$ cat src/design/gcs_pkg.sv
// Constants shared by the global clock select and gate cell.
// Assumes every user refers to them as gcs_pkg::name, with no import.
package gcs_pkg;

  // ----------------------------------------------------------------------
  // Bus geometry and answers
  // ----------------------------------------------------------------------
  localparam int          ADDR_W      = 4;
  localparam int          DATA_W      = 32;
  localparam logic [1:0]  RESP_OKAY   = 2'h0;
  localparam logic [1:0]  RESP_SLVERR = 2'h2;

  // ----------------------------------------------------------------------
  // Register byte offsets
  // ----------------------------------------------------------------------
  localparam logic [3:0]  CFG_OFS     = 4'h0;
  localparam logic [3:0]  CTRL_OFS    = 4'h4;
  localparam logic [3:0]  STAT_OFS    = 4'h8;

  // ----------------------------------------------------------------------
  // Static configuration word
  // ----------------------------------------------------------------------
  localparam int          CFG_W           = 9;
  localparam int          CFG_ROUTE_LSB   = 0;
  localparam int          CFG_CORNER_BIT  = 2;
  localparam int          CFG_LOOPA_LSB   = 3;
  localparam int          CFG_LOOPB_LSB   = 5;
  localparam int          CFG_REFSTAT_BIT = 7;
  localparam int          CFG_REFMAN_BIT  = 8;
  localparam logic [8:0]  CFG_RESET       = 9'h020;

  // ----------------------------------------------------------------------
  // Control and status fields
  // ----------------------------------------------------------------------
  localparam int          CTRL_MODE_BIT   = 0;
  localparam logic        MODE_RESET      = 1'b0;
  localparam int          STAT_MODE_BIT   = 0;
  localparam int          STAT_GATE_BIT   = 1;
  localparam int          STAT_NET_BIT    = 2;
  localparam int          STAT_REFOK_BIT  = 3;
  localparam int          STAT_SEL_LSB    = 4;
  localparam int          STAT_ROUTE_LSB  = 6;

  // ----------------------------------------------------------------------
  // Static route and run-time source codes
  // ----------------------------------------------------------------------
  localparam logic [1:0]  ROUTE_RUNTIME   = 2'h0;
  localparam logic [1:0]  ROUTE_DUAL      = 2'h1;
  localparam logic [1:0]  ROUTE_LOGIC     = 2'h2;
  localparam logic [1:0]  SEL_PIN0        = 2'h0;
  localparam logic [1:0]  SEL_PIN1        = 2'h1;
  localparam logic [1:0]  SEL_LOOPA       = 2'h2;

  // ----------------------------------------------------------------------
  // Synchroniser bank layout
  // ----------------------------------------------------------------------
  localparam int          SYNC_W          = 9;
  localparam int          SY_PIN_LSB      = 0;
  localparam int          SY_LOOP_LSB     = 2;
  localparam int          SY_DUAL_BIT     = 6;
  localparam int          SY_CORNER_LSB   = 7;

endpackage : gcs_pkg

$ cat src/design/gcs_net_if.sv
// Carrier between the selection logic and the network gate.
// Assumes both ends run on the same aclk.
`timescale 1ns/1ns
`default_nettype none
interface gcs_net_if;
  logic sel_clk;
  logic gate_req;
  logic net_out;
  logic gate_open;

  modport src  (output sel_clk, output gate_req, input net_out, input gate_open);
  modport gate (input sel_clk, input gate_req, output net_out, output gate_open);
endinterface : gcs_net_if
`default_nettype wire

$ cat src/design/gcs_gate.sv
// Network gate: enable is taken only at a falling edge of the chosen clock.
// Assumes sel_clk is a level already in the aclk domain.
`timescale 1ns/1ns
`default_nettype none
module gcs_gate (
  input  wire logic aclk,
  input  wire logic aresetn,
  gcs_net_if.gate   nif
);
  logic prev_q;
  logic gate_q;
  logic net_q;
  logic fall;

  assign fall          = prev_q & ~nif.sel_clk;
  assign nif.net_out   = net_q;
  assign nif.gate_open = gate_q;

  always_ff @(posedge aclk) begin
    if (!aresetn) begin
      prev_q <= 1'b0;
      gate_q <= 1'b0;
      net_q  <= 1'b0;
    end else begin
      prev_q <= nif.sel_clk;
      if (fall) begin
        gate_q <= nif.gate_req;
      end
      // Gate moves only while the clock is low, so no pulse is cut short
      net_q  <= nif.sel_clk & gate_q;
    end
  end
endmodule : gcs_gate
`default_nettype wire

$ cat src/design/gcs_sync.sv
// Two-flop synchroniser bank for the candidate pins.
// Assumes each bit is an independent level from outside the aclk domain.
`timescale 1ns/1ns
`default_nettype none
module gcs_sync #(
  parameter int W = gcs_pkg::SYNC_W
) (
  input  wire logic         aclk,
  input  wire logic         aresetn,
  input  wire logic [W-1:0] async_in,
  output logic      [W-1:0] sync_out
);
  logic [W-1:0] meta_q;

  // First stage feeds only the second stage
  always_ff @(posedge aclk) begin
    if (!aresetn) begin
      meta_q   <= '0;
      sync_out <= '0;
    end else begin
      meta_q   <= async_in;
      sync_out <= meta_q;
    end
  end
endmodule : gcs_sync
`default_nettype wire

$ cat src/design/gcs_top.sv
// Global clock select and gate cell, top level with AXI4-Lite registers.
// Assumes candidate pins are asynchronous to aclk and sampled here; user
// logic driving source_select, gate_enable and pll_input_switch is on aclk.
`timescale 1ns/1ns
`default_nettype none
module gcs_top (
  input  wire logic        aclk,
  input  wire logic        aresetn,
  // AXI4-Lite slave
  input  wire logic [3:0]  s_axi_awaddr,
  input  wire logic        s_axi_awvalid,
  output logic             s_axi_awready,
  input  wire logic [31:0] s_axi_wdata,
  input  wire logic [3:0]  s_axi_wstrb,
  input  wire logic        s_axi_wvalid,
  output logic             s_axi_wready,
  output logic [1:0]       s_axi_bresp,
  output logic             s_axi_bvalid,
  input  wire logic        s_axi_bready,
  input  wire logic [3:0]  s_axi_araddr,
  input  wire logic        s_axi_arvalid,
  output logic             s_axi_arready,
  output logic [31:0]      s_axi_rdata,
  output logic [1:0]       s_axi_rresp,
  output logic             s_axi_rvalid,
  input  wire logic        s_axi_rready,
  // Candidates
  input  wire logic [1:0]  clock_pin,
  input  wire logic [3:0]  loop_offer,
  input  wire logic        dual_purpose_clock_pin,
  input  wire logic [1:0]  corner_dual_purpose_pin,
  input  wire logic        logic_source,
  // User logic controls
  input  wire logic [1:0]  source_select,
  input  wire logic        gate_enable,
  input  wire logic        pll_input_switch,
  // Outputs
  output logic             global_clock_network,
  output logic             loop_reference,
  output logic             network_loop_ref
);

  // ----------------------------------------------------------------------
  // Helpers
  // ----------------------------------------------------------------------
  function automatic logic pick4(input logic [3:0] v, input logic [1:0] idx);
    pick4 = v[idx];
  endfunction : pick4

  function automatic logic [31:0] widen(input logic [7:0] v);
    widen = {24'h000000, v};
  endfunction : widen

  // ----------------------------------------------------------------------
  // Candidate synchronisers
  // ----------------------------------------------------------------------
  logic [gcs_pkg::SYNC_W-1:0] raw_in;
  logic [gcs_pkg::SYNC_W-1:0] syn;
  logic [1:0]                 pin_s;
  logic [3:0]                 offer_s;
  logic                       dual_s;
  logic [1:0]                 corner_s;

  assign raw_in = {corner_dual_purpose_pin, dual_purpose_clock_pin, loop_offer, clock_pin};

  gcs_sync #(.W(gcs_pkg::SYNC_W)) u_sync (
    .aclk     (aclk),
    .aresetn  (aresetn),
    .async_in (raw_in),
    .sync_out (syn)
  );

  assign pin_s    = syn[gcs_pkg::SY_PIN_LSB +: 2];
  assign offer_s  = syn[gcs_pkg::SY_LOOP_LSB +: 4];
  assign dual_s   = syn[gcs_pkg::SY_DUAL_BIT];
  assign corner_s = syn[gcs_pkg::SY_CORNER_LSB +: 2];

  // ----------------------------------------------------------------------
  // Registers
  // ----------------------------------------------------------------------
  logic [gcs_pkg::CFG_W-1:0] cfg_q;
  logic                      mode_q;
  logic [1:0]                route;
  logic                      corner_pick;
  logic [1:0]                loopa_pick;
  logic [1:0]                loopb_pick;
  logic                      ref_static;
  logic                      ref_manual;

  assign route       = cfg_q[gcs_pkg::CFG_ROUTE_LSB +: 2];
  assign corner_pick = cfg_q[gcs_pkg::CFG_CORNER_BIT];
  assign loopa_pick  = cfg_q[gcs_pkg::CFG_LOOPA_LSB +: 2];
  assign loopb_pick  = cfg_q[gcs_pkg::CFG_LOOPB_LSB +: 2];
  assign ref_static  = cfg_q[gcs_pkg::CFG_REFSTAT_BIT];
  assign ref_manual  = cfg_q[gcs_pkg::CFG_REFMAN_BIT];

  // ----------------------------------------------------------------------
  // Source selection
  // ----------------------------------------------------------------------
  logic       loop_a;
  logic       loop_b;
  logic       corner_src;
  logic       dual_src;
  logic       runtime_clk;
  logic       chosen_clk;
  logic [1:0] sel_eff;

  // Five counter outputs per loop exist; four shared offers come in here, and each loop may pick any of them
  assign loop_a     = pick4(offer_s, loopa_pick);
  assign loop_b     = pick4(offer_s, loopb_pick);
  assign corner_src = corner_pick ? corner_s[1] : corner_s[0];
  assign dual_src   = dual_s | corner_src;
  // Ignored until user mode; SEL_PIN0 is used during configuration
  assign sel_eff    = mode_q ? source_select : gcs_pkg::SEL_PIN0;

  // No handover logic: a select change can cut a pulse, so gate around it
  assign runtime_clk = (sel_eff == gcs_pkg::SEL_PIN0)  ? pin_s[0] :
                       (sel_eff == gcs_pkg::SEL_PIN1)  ? pin_s[1] :
                       (sel_eff == gcs_pkg::SEL_LOOPA) ? loop_a   :
                                                         loop_b;

  assign chosen_clk  = (route == gcs_pkg::ROUTE_RUNTIME) ? runtime_clk :
                       (route == gcs_pkg::ROUTE_DUAL)    ? dual_src    :
                       (route == gcs_pkg::ROUTE_LOGIC)   ? logic_source :
                                                           1'b0;

  // ----------------------------------------------------------------------
  // Network gate
  // ----------------------------------------------------------------------
  gcs_net_if nif ();

  assign nif.sel_clk  = chosen_clk;
  assign nif.gate_req = mode_q & gate_enable;

  gcs_gate u_gate (
    .aclk    (aclk),
    .aresetn (aresetn),
    .nif     (nif)
  );

  assign global_clock_network = nif.net_out;

  // ----------------------------------------------------------------------
  // Loop reference paths
  // ----------------------------------------------------------------------
  logic ref_sw;
  logic ref_ok;
  logic loop_ref_q;
  logic net_ref_q;

  assign ref_sw = ref_manual ? pll_input_switch : ref_static;
  assign ref_ok = (route == gcs_pkg::ROUTE_RUNTIME);

  // Reference mux ignores the gate, so a loop keeps its lock while dark
  always_ff @(posedge aclk) begin
    if (!aresetn) begin
      loop_ref_q <= 1'b0;
      net_ref_q  <= 1'b0;
    end else begin
      loop_ref_q <= ref_sw ? pin_s[1] : pin_s[0];
      net_ref_q  <= ref_ok & nif.net_out;
    end
  end

  assign loop_reference   = loop_ref_q;
  assign network_loop_ref = net_ref_q;

  // ----------------------------------------------------------------------
  // AXI4-Lite write channel
  // ----------------------------------------------------------------------
  logic       aw_full_q;
  logic [3:0] aw_addr_q;
  logic       w_full_q;
  logic [8:0] w_data_q;
  logic       w_lane0_q;
  logic       w_lane1_q;
  logic       bvalid_q;
  logic [1:0] bresp_q;
  logic       do_write;
  logic       hit_cfg;
  logic       hit_ctrl;
  logic       cfg_open;
  logic [1:0] wr_resp;

  assign s_axi_awready = ~aw_full_q & ~bvalid_q;
  assign s_axi_wready  = ~w_full_q & ~bvalid_q;
  assign do_write      = aw_full_q & w_full_q & ~bvalid_q;
  assign hit_cfg       = (aw_addr_q == gcs_pkg::CFG_OFS);
  assign hit_ctrl      = (aw_addr_q == gcs_pkg::CTRL_OFS);
  assign cfg_open      = ~mode_q;
  assign wr_resp       = (hit_cfg & cfg_open) | hit_ctrl ? gcs_pkg::RESP_OKAY
                                                         : gcs_pkg::RESP_SLVERR;
  assign s_axi_bvalid  = bvalid_q;
  assign s_axi_bresp   = bresp_q;

  always_ff @(posedge aclk) begin
    if (!aresetn) begin
      aw_full_q <= 1'b0;
      aw_addr_q <= 4'h0;
    end else if (s_axi_awvalid & s_axi_awready) begin
      aw_full_q <= 1'b1;
      aw_addr_q <= {s_axi_awaddr[3:2], 2'b00};
    end else if (do_write) begin
      aw_full_q <= 1'b0;
    end
  end

  always_ff @(posedge aclk) begin
    if (!aresetn) begin
      w_full_q  <= 1'b0;
      w_data_q  <= 9'h000;
      w_lane0_q <= 1'b0;
      w_lane1_q <= 1'b0;
    end else if (s_axi_wvalid & s_axi_wready) begin
      w_full_q  <= 1'b1;
      w_data_q  <= s_axi_wdata[8:0];
      w_lane0_q <= s_axi_wstrb[0];
      w_lane1_q <= s_axi_wstrb[1];
    end else if (do_write) begin
      w_full_q  <= 1'b0;
    end
  end

  always_ff @(posedge aclk) begin
    if (!aresetn) begin
      bvalid_q <= 1'b0;
      bresp_q  <= gcs_pkg::RESP_OKAY;
    end else if (do_write) begin
      bvalid_q <= 1'b1;
      bresp_q  <= wr_resp;
    end else if (s_axi_bready) begin
      bvalid_q <= 1'b0;
    end
  end

  // Static bits load only before user mode; the mode bit is set-only
  always_ff @(posedge aclk) begin
    if (!aresetn) begin
      cfg_q  <= gcs_pkg::CFG_RESET;
      mode_q <= gcs_pkg::MODE_RESET;
    end else if (do_write) begin
      if (hit_cfg & cfg_open & w_lane0_q) begin
        cfg_q[7:0] <= w_data_q[7:0];
      end
      if (hit_cfg & cfg_open & w_lane1_q) begin
        cfg_q[8] <= w_data_q[8];
      end
      if (hit_ctrl & w_lane0_q & w_data_q[gcs_pkg::CTRL_MODE_BIT]) begin
        mode_q <= 1'b1;
      end
    end
  end

  // ----------------------------------------------------------------------
  // AXI4-Lite read channel
  // ----------------------------------------------------------------------
  logic        rvalid_q;
  logic [31:0] rdata_q;
  logic [1:0]  rresp_q;
  logic [3:0]  rd_addr;
  logic [7:0]  status;
  logic        rd_known;
  logic [31:0] rd_word;

  assign rd_addr  = {s_axi_araddr[3:2], 2'b00};
  assign status   = {route, sel_eff, ref_ok, nif.net_out, nif.gate_open, mode_q};
  assign rd_known = (rd_addr == gcs_pkg::CFG_OFS) | (rd_addr == gcs_pkg::CTRL_OFS) |
                    (rd_addr == gcs_pkg::STAT_OFS);
  assign rd_word  = (rd_addr == gcs_pkg::CFG_OFS)  ? {23'h000000, cfg_q} :
                    (rd_addr == gcs_pkg::CTRL_OFS) ? {31'h00000000, mode_q} :
                    (rd_addr == gcs_pkg::STAT_OFS) ? widen(status) :
                                                     32'h00000000;
  assign s_axi_arready = ~rvalid_q;
  assign s_axi_rvalid  = rvalid_q;
  assign s_axi_rdata   = rdata_q;
  assign s_axi_rresp   = rresp_q;

  always_ff @(posedge aclk) begin
    if (!aresetn) begin
      rvalid_q <= 1'b0;
      rdata_q  <= 32'h00000000;
      rresp_q  <= gcs_pkg::RESP_OKAY;
    end else if (s_axi_arvalid & s_axi_arready) begin
      rvalid_q <= 1'b1;
      rdata_q  <= rd_word;
      rresp_q  <= rd_known ? gcs_pkg::RESP_OKAY : gcs_pkg::RESP_SLVERR;
    end else if (s_axi_rready) begin
      rvalid_q <= 1'b0;
    end
  end
endmodule : gcs_top
`default_nettype wire

$ cat config.mk
export PLATFORM = sky130hd
export DESIGN_NAME = gcs_top
export DESIGN_NICKNAME = d
export VERILOG_FILES = /design/src/design/gcs_pkg.sv /design/src/design/gcs_net_if.sv /design/src/design/gcs_gate.sv /design/src/design/gcs_sync.sv /design/src/design/gcs_top.sv
export SDC_FILE = /design/constraint.sdc
export NUM_CORES = 1
export LEC_CHECK = 0
export BUFFER_PORTS_ARGS = -buffer_cell sky130_fd_sc_hd__buf_2
export CAP_MARGIN = 10
export CORE_MARGIN = 2
export CORE_UTILIZATION = 25
export DETAILED_ROUTE_END_ITERATION = 6
export GPL_TIMING_DRIVEN = 0
export MAX_ROUTING_LAYER = met4
export SLEW_MARGIN = 20
export SYNTH_ARGS = -nofsm -noshare
export SYNTH_HDL_FRONTEND = slang
export SYNTH_HIERARCHICAL = 1
export SYNTH_SLANG_ARGS = --single-unit
$ cat constraint.sdc
create_clock -name aclk -period 1.94 [get_ports aclk]
set_clock_uncertainty 0.1 [all_clocks]
set_input_delay 0.388 -clock aclk [delete_from_list [all_inputs] [get_ports aclk]]
set_output_delay 0.388 -clock aclk [all_outputs]
set_load 0.02 [all_outputs]
; Yosys cells after proc, flatten, opt, wreduce, memory -nomap -nowiden
; Cells that the tools add are included.
[totals]
out_inout_bits = 44
word_cells = 93
ff_bits = 86
inputBits = 65
[op_classes]
n_lt_le_gt_ge = 2
eq_ne = 7
mux = 26
n_bitwise = 26
reduce_logical = 11
[op_table]
columns = cell, n
row1 = 1-bit 2-to-1 mux, 18
row2 = 1-bit AND, 16
row3 = 8-bit 2-to-1 mux, 2
row4 = 9-bit 2-to-1 mux, 1
row5 = "2-bit by 1-bit == test with 1-bit output, second input constant", 4
row6 = 4-bit zero test, 2
row7 = 2-bit nonzero test, 4
row8 = "2-bit == test, second input constant", 3
row9 = "2-bit by 3-bit < comparator with 1-bit output, second input constant", 2
row10 = 2-bit 2-to-1 mux, 3
row11 = 1-bit inverter, 6
row12 = 2-bit AND reduction, 3
row13 = 1-bit binary-select mux with 2-bit select, 2
row14 = 2-bit zero test, 2
row15 = 1-bit OR, 4

; Depth between registers and ports, before layout
; Gate-level depths: netlist (run 1).
[logic_depth]
depth_word = 8
ltp_mapped = 7
ltp_nobuf = 6

; Cells and area by module
; Netlist (run 1), hierarchy kept.
[by_module_without_submodules]
columns = module, area_each_um2, cells_each, instances, seq_area_each_um2
row1 = gcs_top, 1960.6, 217, 1, 800.8
row2 = gcs_sync, 501.7, 37, 1, 360.3
row3 = gcs_gate, 96.3, 9, 1, 60.1

; Worst setup path after synthesis (run 1)
; Ideal clock, no wire load.
[synth_timing]
kind = reg-to-reg
from = reg cfg_q[3] in the netlist's numbering
to = reg u_gate.gate_q, in the netlist u_gate/nif.gate_open
arrival_time_ns = 1.630
setup_time_ns = 0.072
t_required_ns = 1.768
path_slack_ns = 0.138
path_stages_with_launch = 6
synth_period_minus_slack_ns = 1.802
path_cell_list = dfxtp_1 -> mux4_2 -> a2111oi_1 -> o21ai_1 -> nor2b_1 -> mux2i_1
[synth_between]
elab_chain_cells = 8
[synth_lines]
columns = element, line_no
row1 = "start, declared", gcs_top.sv:81  ; logic [gcs_pkg::CFG_W-1:0] cfg_q;
row2 = "start signal, assigned", gcs_top.sv:239  ; cfg_q <= gcs_pkg::CFG_RESET;
row3 = 1-bit binary-select mux with 2-bit select, gcs_top.sv:47  ; pick4 = v[idx];
row4 = 1-bit 2-to-1 mux (not written as such), gcs_top.sv:47
row5 = 1-bit 2-to-1 mux, gcs_top.sv:119  ; (sel_eff == gcs_pkg::SEL_LOOPA) ? loop_a :
row6 = 1-bit 2-to-1 mux, gcs_top.sv:118  ; (sel_eff == gcs_pkg::SEL_PIN1) ? pin_s[1] :
row7 = 1-bit 2-to-1 mux, gcs_top.sv:117  ; assign runtime_clk = (sel_eff == gcs_pkg::SEL_PIN0) ? pin_s[0] :
row8 = 1-bit 2-to-1 mux, gcs_top.sv:122  ; assign chosen_clk = (route == gcs_pkg::ROUTE_RUNTIME) ? runtime_clk :
row9 = named net chosen_clk, gcs_top.sv:105  ; logic chosen_clk;
row10 = 1-bit inverter, gcs_gate.sv:15  ; assign fall = prev_q & ~nif.sel_clk;
row11 = 1-bit AND, gcs_gate.sv:15
row12 = "end signal, assigned", gcs_gate.sv:27  ; gate_q <= nif.gate_req;
row13 = "end, declared", gcs_gate.sv:11  ; logic gate_q;
; The timed path passes the listed nets, and every way through them passes these cells. The select of a mux whose other input is x is not followed.
; A chain may end at the register's enable or synchronous reset.

; Final worst setup path (run 1)
; Same ends and word-level chain as after synthesis.

==> metrics, run 1 <==
status completed; final worst slack 0.08430 ns; PwrDens 840.8 nW/um^2; Worst Setup Start Kind register; initial antenna violation count 0; Setup crit start cfg_q[3]$_SDFFE_PN0P_; clk root buf clkbuf_8; fin. max-slew vios 0; Synth async-reset ratio 0%; post-route cell area 3337 um^2; Initial Util 25.94%; Clock Sinks 61; max-cap viol count 0; CP endpoint kind register; Die H 105.2 um; Final ANT Viol Nets 0; worst skew pair latency 0.33 ns; pre-CTS setup slack -0.1107 ns; layout cells sized above 1 34.45%; crit path max-delay cell type mux4_2; final-stage net count 417; CTS H-Tree Depth 3; HPWL after detailed placement 4.276 mm; DRT Pass-1 Iters 4; cells along the critical path mux4_2, a2111oi_4, o21ai_2, nor2b_1, mux2i_1; largest net degree at the start of global routing 18; dpl cell area 3085 um^2; Leak 0.001538 uW; Top delay family on crit path multiplexers; min cycle time layout 1.856 ns; Worst Path Buf+Inv 0; global-route wire length before repair 9.011 mm; GP Congestion 0.7971; Req. time, crit path 2.10 ns; total track usage 10.80%; main area contributors after synthesis dfxtp_1, buf_4, mux2i_1; core box area 9864 um^2; Min-Delay Path Class input pin to register; RSZ-0062 raised after global routing no; Ys Warns 6; Post-Route WL 5.552 mm; row cnt 36; Avg WL per Cell 11.33 um; area occupied by multi-input gates 1209 um^2; Post-synth EDFFs 0; most frequent cells in the layout dfxtp_1, buf_2, nand2_1, buf_4, conb_1; FMAX 538.9 MHz; prevailing post-synth register cell dfxtp_1; Data arrival, critical path 2.02 ns; vias in the first global route 1883; Initial DRC Count 97; die area 11060 um^2; Avg Inst Size Synth 9.729 um^2; Die W 105.2 um; buffers added on ports 54; Layout area overhead 30.42%; Fillers 1026; Tot Pwr 2806 uW; CP Class register to register; Post-CTS Hold Buffers 0; post-synth top area share 47.73%; slowest stage delay, CP 0.52 ns; Crit Path Max Fanout 3; Post-Syn Instances 263; vias post-DR 1928; total global routing overflow 0; FF+latch area 1226 um^2; Sum Neg Setup Slack 0 ns; Synth Register Bits 61; Final period util 95.65%; Final Hold Viols 0; most common cell after layout, fill and taps aside dfxtp_1; Post-Syn Area 2559 um^2; CTS max path bufs 2; post-synth cell types 38; ANT cells 0; TritonCTS buffer count 9; number of remaining DRC errors 0; Max rail drop VDD 0.0003980 V; CTS tree yes; largest area contributor in the netlist dfxtp_1; via-per-instance ratio 3.935; hold path start dual_purpose_clock_pin; Ports 109; worst flop-to-flop path startpoint cfg_q[3]$_SDFFE_PN0P_; clk slew on worst S/H paths 0.07 ns; Final Setup Violations 0; sequential fraction of the synthesis area 47.73%
[power breakdown]
group	internal, uW	switching, uW
logic	138	166
clock network	697	477
registers	1300	28.5
[worst register-to-register path, delay by kind of cell (launching register included)]
family           cells  cell delay [ns]
AO/OA/AOI/OAI        2             0.45
flip-flops           1             0.36
multiplexers         2             0.73
AND/OR/NAND/NOR      1             0.14
[kinds of logic after synthesis]
| family | share of synthesized area [%] |
|---|---|
| and+or+nand+nor | 22.10 |
| AOI/OAI and AO/OA | 10.17 |
| muxes | 9.731 |
| DFF | 47.73 |
| buffers and inverters | 9.780 |
| xor gates and xnor gates | 0.3424 |
| other | 0.1466 |
[cell usage after synthesis, types with 2 or more instances]
cell / instances
and2_2: 14
mux2_1: 3
nor3b_1: 2
a21boi_1: 11
a22oi_1: 7
nor2b_1: 23
dfxtp_1: 61
clkbuf_1: 7
nand3_1: 5
and2_1: 8
a21oi_1: 3
and3_1: 2
buf_2: 2
nand2_1: 33
nand2b_1: 4
mux2_2: 2
mux2i_1: 17
buf_4: 25
inv_1: 4
nor2_1: 8
o21ai_0: 2
a21boi_0: 4
[final cells by class]
class,instances,share of cell area (%)
Multi-Input combinational cell,187,36.22
Clock inverter,3,1.275
Clock buffer,13,5.062
Sequential cell,61,36.75
Inverter,4,0.4499
Buffer,34,6.937
Tap cell,133,4.987
Timing Repair Buffer,55,8.324
[state kept, by name, indices dropped and copies added (netlist names), 2 cells and up]
name	flops
w_data_q	9
cfg_q	9
s_axi_rdata	9
u_sync/sync_out	9
u_sync/meta_q	9
aw_addr_q	2
[per-layer routing]
| layer | vias up | part of all wire (%) | track usage [%] |
|---|---|---|---|
| li1 | 1007 | - | - |
| met1 | 845 | 45 | 12.27 |
| met2 | 66 | 46 | 17.21 |
| met3 | 10 | 7.1 | 4.242 |
| met4 | 0 | 1.5 | 4.000 |
| met5 | - | 0 | - |
[final timing paths]
kind                                                           to  slack [ns]  cells past startpoint
worst max register to register  u_gate/nif.gate_open$_SDFFE_PN0P_        0.08                      5
worst min register to register      u_sync/sync_out[5]$_SDFF_PN0_        0.33                      1
worst min-delay path                  u_sync/meta_q[6]$_SDFF_PN0_        0.17                      2
worst max-delay path            u_gate/nif.gate_open$_SDFFE_PN0P_        0.08                      5
[through the flow]
stage                     std cells  hold WS (ns)  utilization, %
after CTS                       490        0.1473           33.65
final                           490        0.1704           33.83
after detailed placement        474        0.3245           31.28
after floorplan                 287        0.3119               -
after global placement          474        0.3250           31.28
after global routing            490        0.1553           33.83
[timing repair]
item                                    4_1_cts  5_1_grt
pin swaps                                     1        2
endpoints found under the hold margin         0        0
endpoints found under the setup margin        1        3
setup buffers                                 1        0
resized for setup                             3        5
(Power assumes the default switching activity.)
==> run 2, diff against run 1 <==
Clock period 1.94 ns to 1.5 ns, I/O delays scaled along.
==> run 2 against run 1 <==
  * The run now ends with negative setup slack left
  * Cell area rose by 1.4%
  * Cell count did not move
  * Non-clock buffer count did not move
  * Count of clock-buffer cells in the layout fell by 3
  * Critical path type unchanged
  * Global-route usage rose by 0.15 points
  * Core utilization rose by 0.48 points
  * Total power rose by 38%
  * Combinational power rose by 32%
  * Setup slack got worse by 0.42 ns
  * Die area did not move
  * Sequential share of layout area fell by 0.52 points
  * Sequential power rose by 29%
==> metrics, run 2 (synthesized netlist as in run 1, its figures left out) <==
via-per-instance ratio 4.000; layout cells sized above 1 35.85%; CTS max path bufs 2; final-stage net count 417; Die H 105.2 um; GP Congestion 0.7732; Worst Path Buf+Inv 0; Initial Util 25.94%; total track usage 10.95%; FMAX 544.1 MHz; Top delay family on crit path multiplexers; Avg WL per Cell 11.55 um; Min-Delay Path Class input pin to register; vias in the first global route 1934; number of remaining DRC errors 0; RSZ-0062 raised after global routing yes; total global routing overflow 0; Clock Sinks 61; Initial DRC Count 63; Layout area overhead 32.27%; global-route wire length before repair 9.052 mm; fin. max-slew vios 0; cells along the critical path mux4_2, a2111oi_4, o21ai_2, nor2b_1, mux2i_1; Die W 105.2 um; clk slew on worst S/H paths 0.07 ns; CTS H-Tree Depth 3; flop2flop setup slack -0.34 ns; min cycle time layout 1.838 ns; ANT cells 0; final worst slack -0.3379 ns; DRT Pass-1 Iters 4; row cnt 36; CP endpoint kind register; Data arrival, critical path 2.01 ns; fraction of power spent switching nets 23.13%; FF+latch area 1226 um^2; net switching power 893.5 uW; Crit Path Max Fanout 3; Post-Route WL 5.660 mm; Comb pwr share 10.3%; Seq pwr share 44.6%; core box area 9864 um^2; failing checks negative setup slack; TritonCTS buffer count 9; internal power 2969 uW; Final Hold Viols 0; slowest stage delay, CP 0.53 ns; status finished, violations left; Fillers 999; crit path max-delay cell type mux4_2; Max rail drop VDD 0.0006409 V; CP Class register to register; vias post-DR 1960; worst skew pair latency 0.34 ns; Final ANT Viol Nets 0; Worst Setup Start Kind register; Final Setup Violations 3; dpl cell area 3092 um^2; CTS tree yes; Placed Cells 474; initial antenna violation count 0; met2 wire length 2.736 mm; Sum Neg Setup Slack -0.8346 ns; max-cap viol count 0; Ports 109; Clock power frac 45.0%; PwrDens 1141 nW/um^2; HPWL after detailed placement 4.342 mm; wl on met1 2.434 mm; clk root buf clkbuf_8; post-route cell area 3385 um^2; most common cell after layout, fill and taps aside dfxtp_1; most frequent cells in the layout dfxtp_1, buf_2, nand2_1, buf_4, conb_1; area occupied by multi-input gates 1221 um^2; Final period util 122.5%; die area 11060 um^2; Req. time, crit path 1.67 ns; final std cells w/o fill 490; buffers added on ports 54; met3 WL post-DR 430 um; top sig layer met4; Leak 0.001561 uW; largest net degree at the start of global routing 18
-- run 2: power groups by stage --
stage | Clock [uW] | Combinational, uW | Sequential [uW]
5_1_grt | 1860 | 442 | 1730
6_report | 1740 | 400 | 1720
3_3_place_gp | 0 | 384 | 1750
4_1_cts | 1780 | 398 | 1720
2_1_floorplan | 0 | 271 | 1760
3_5_place_dp | 0 | 391 | 1760
-- run 2: through the flow --
stage / utilization, % / total power [uW] / hold WS [ns] / setup WS, ns
finish: 34.31 / 3863 / 0.07397 / -0.3379
detailed placement: 31.34 / 2149 / 0.3260 / -0.4861
global placement: 31.34 / 2139 / 0.3241 / -0.3890
global route: 34.31 / 4033 / 0.05773 / -0.4352
floorplan: - / 2029 / 0.3119 / -0.2147
CTS: 34.18 / 3904 / 0.05956 / -0.3123
-- run 2: final timing paths --
path / from / endpoint / cells after the start
worst min-delay path: corner_dual_purpose_pin[1] / u_sync/meta_q[8]$_SDFF_PN0_ / 2
worst max-delay path: cfg_q[3]$_SDFFE_PN0P_ / u_gate/nif.gate_open$_SDFFE_PN0P_ / 5
worst max register to register: cfg_q[3]$_SDFFE_PN0P_ / u_gate/nif.gate_open$_SDFFE_PN0P_ / 5
worst min register to register: u_sync/meta_q[5]$_SDFF_PN0_ / u_sync/sync_out[5]$_SDFF_PN0_ / 1
-- run 2: layout make-up --
cell class / count / share of cell area, %
flip-flops and latches: 61 / 36.23
plain buffers: 33 / 6.765
clock inverters: 6 / 3.290
multi-input cells: 187 / 36.08
repair buffers: 56 / 8.503
well taps: 133 / 4.917
inverters: 4 / 0.4436
clock buffers: 10 / 3.771
-- run 2: worst reg2reg max path, delay by kind of cell, from the launching register on --
kind / cells / cell delay [ns]
DFF: 1 / 0.34
AOI/OAI and AO/OA: 2 / 0.47
and+or+nand+nor: 1 / 0.15
muxes: 2 / 0.72
-- run 2: layer usage --
layer	up-vias	GRT usage, %
met3	10	4.866
li1	1007	-
met1	875	11.27
met4	0	4.286
met5	-	-
met2	68	18.32
-- run 2: repair_timing --
item / 4_1_cts / 5_1_grt
gates resized for setup: 6 / 7
setup endpoints to repair: 12 / 18
hold buffers: 0 / 0
setup buffers: 2 / 0
hold endpoints to repair: 0 / 0
pin swaps: 3 / 2
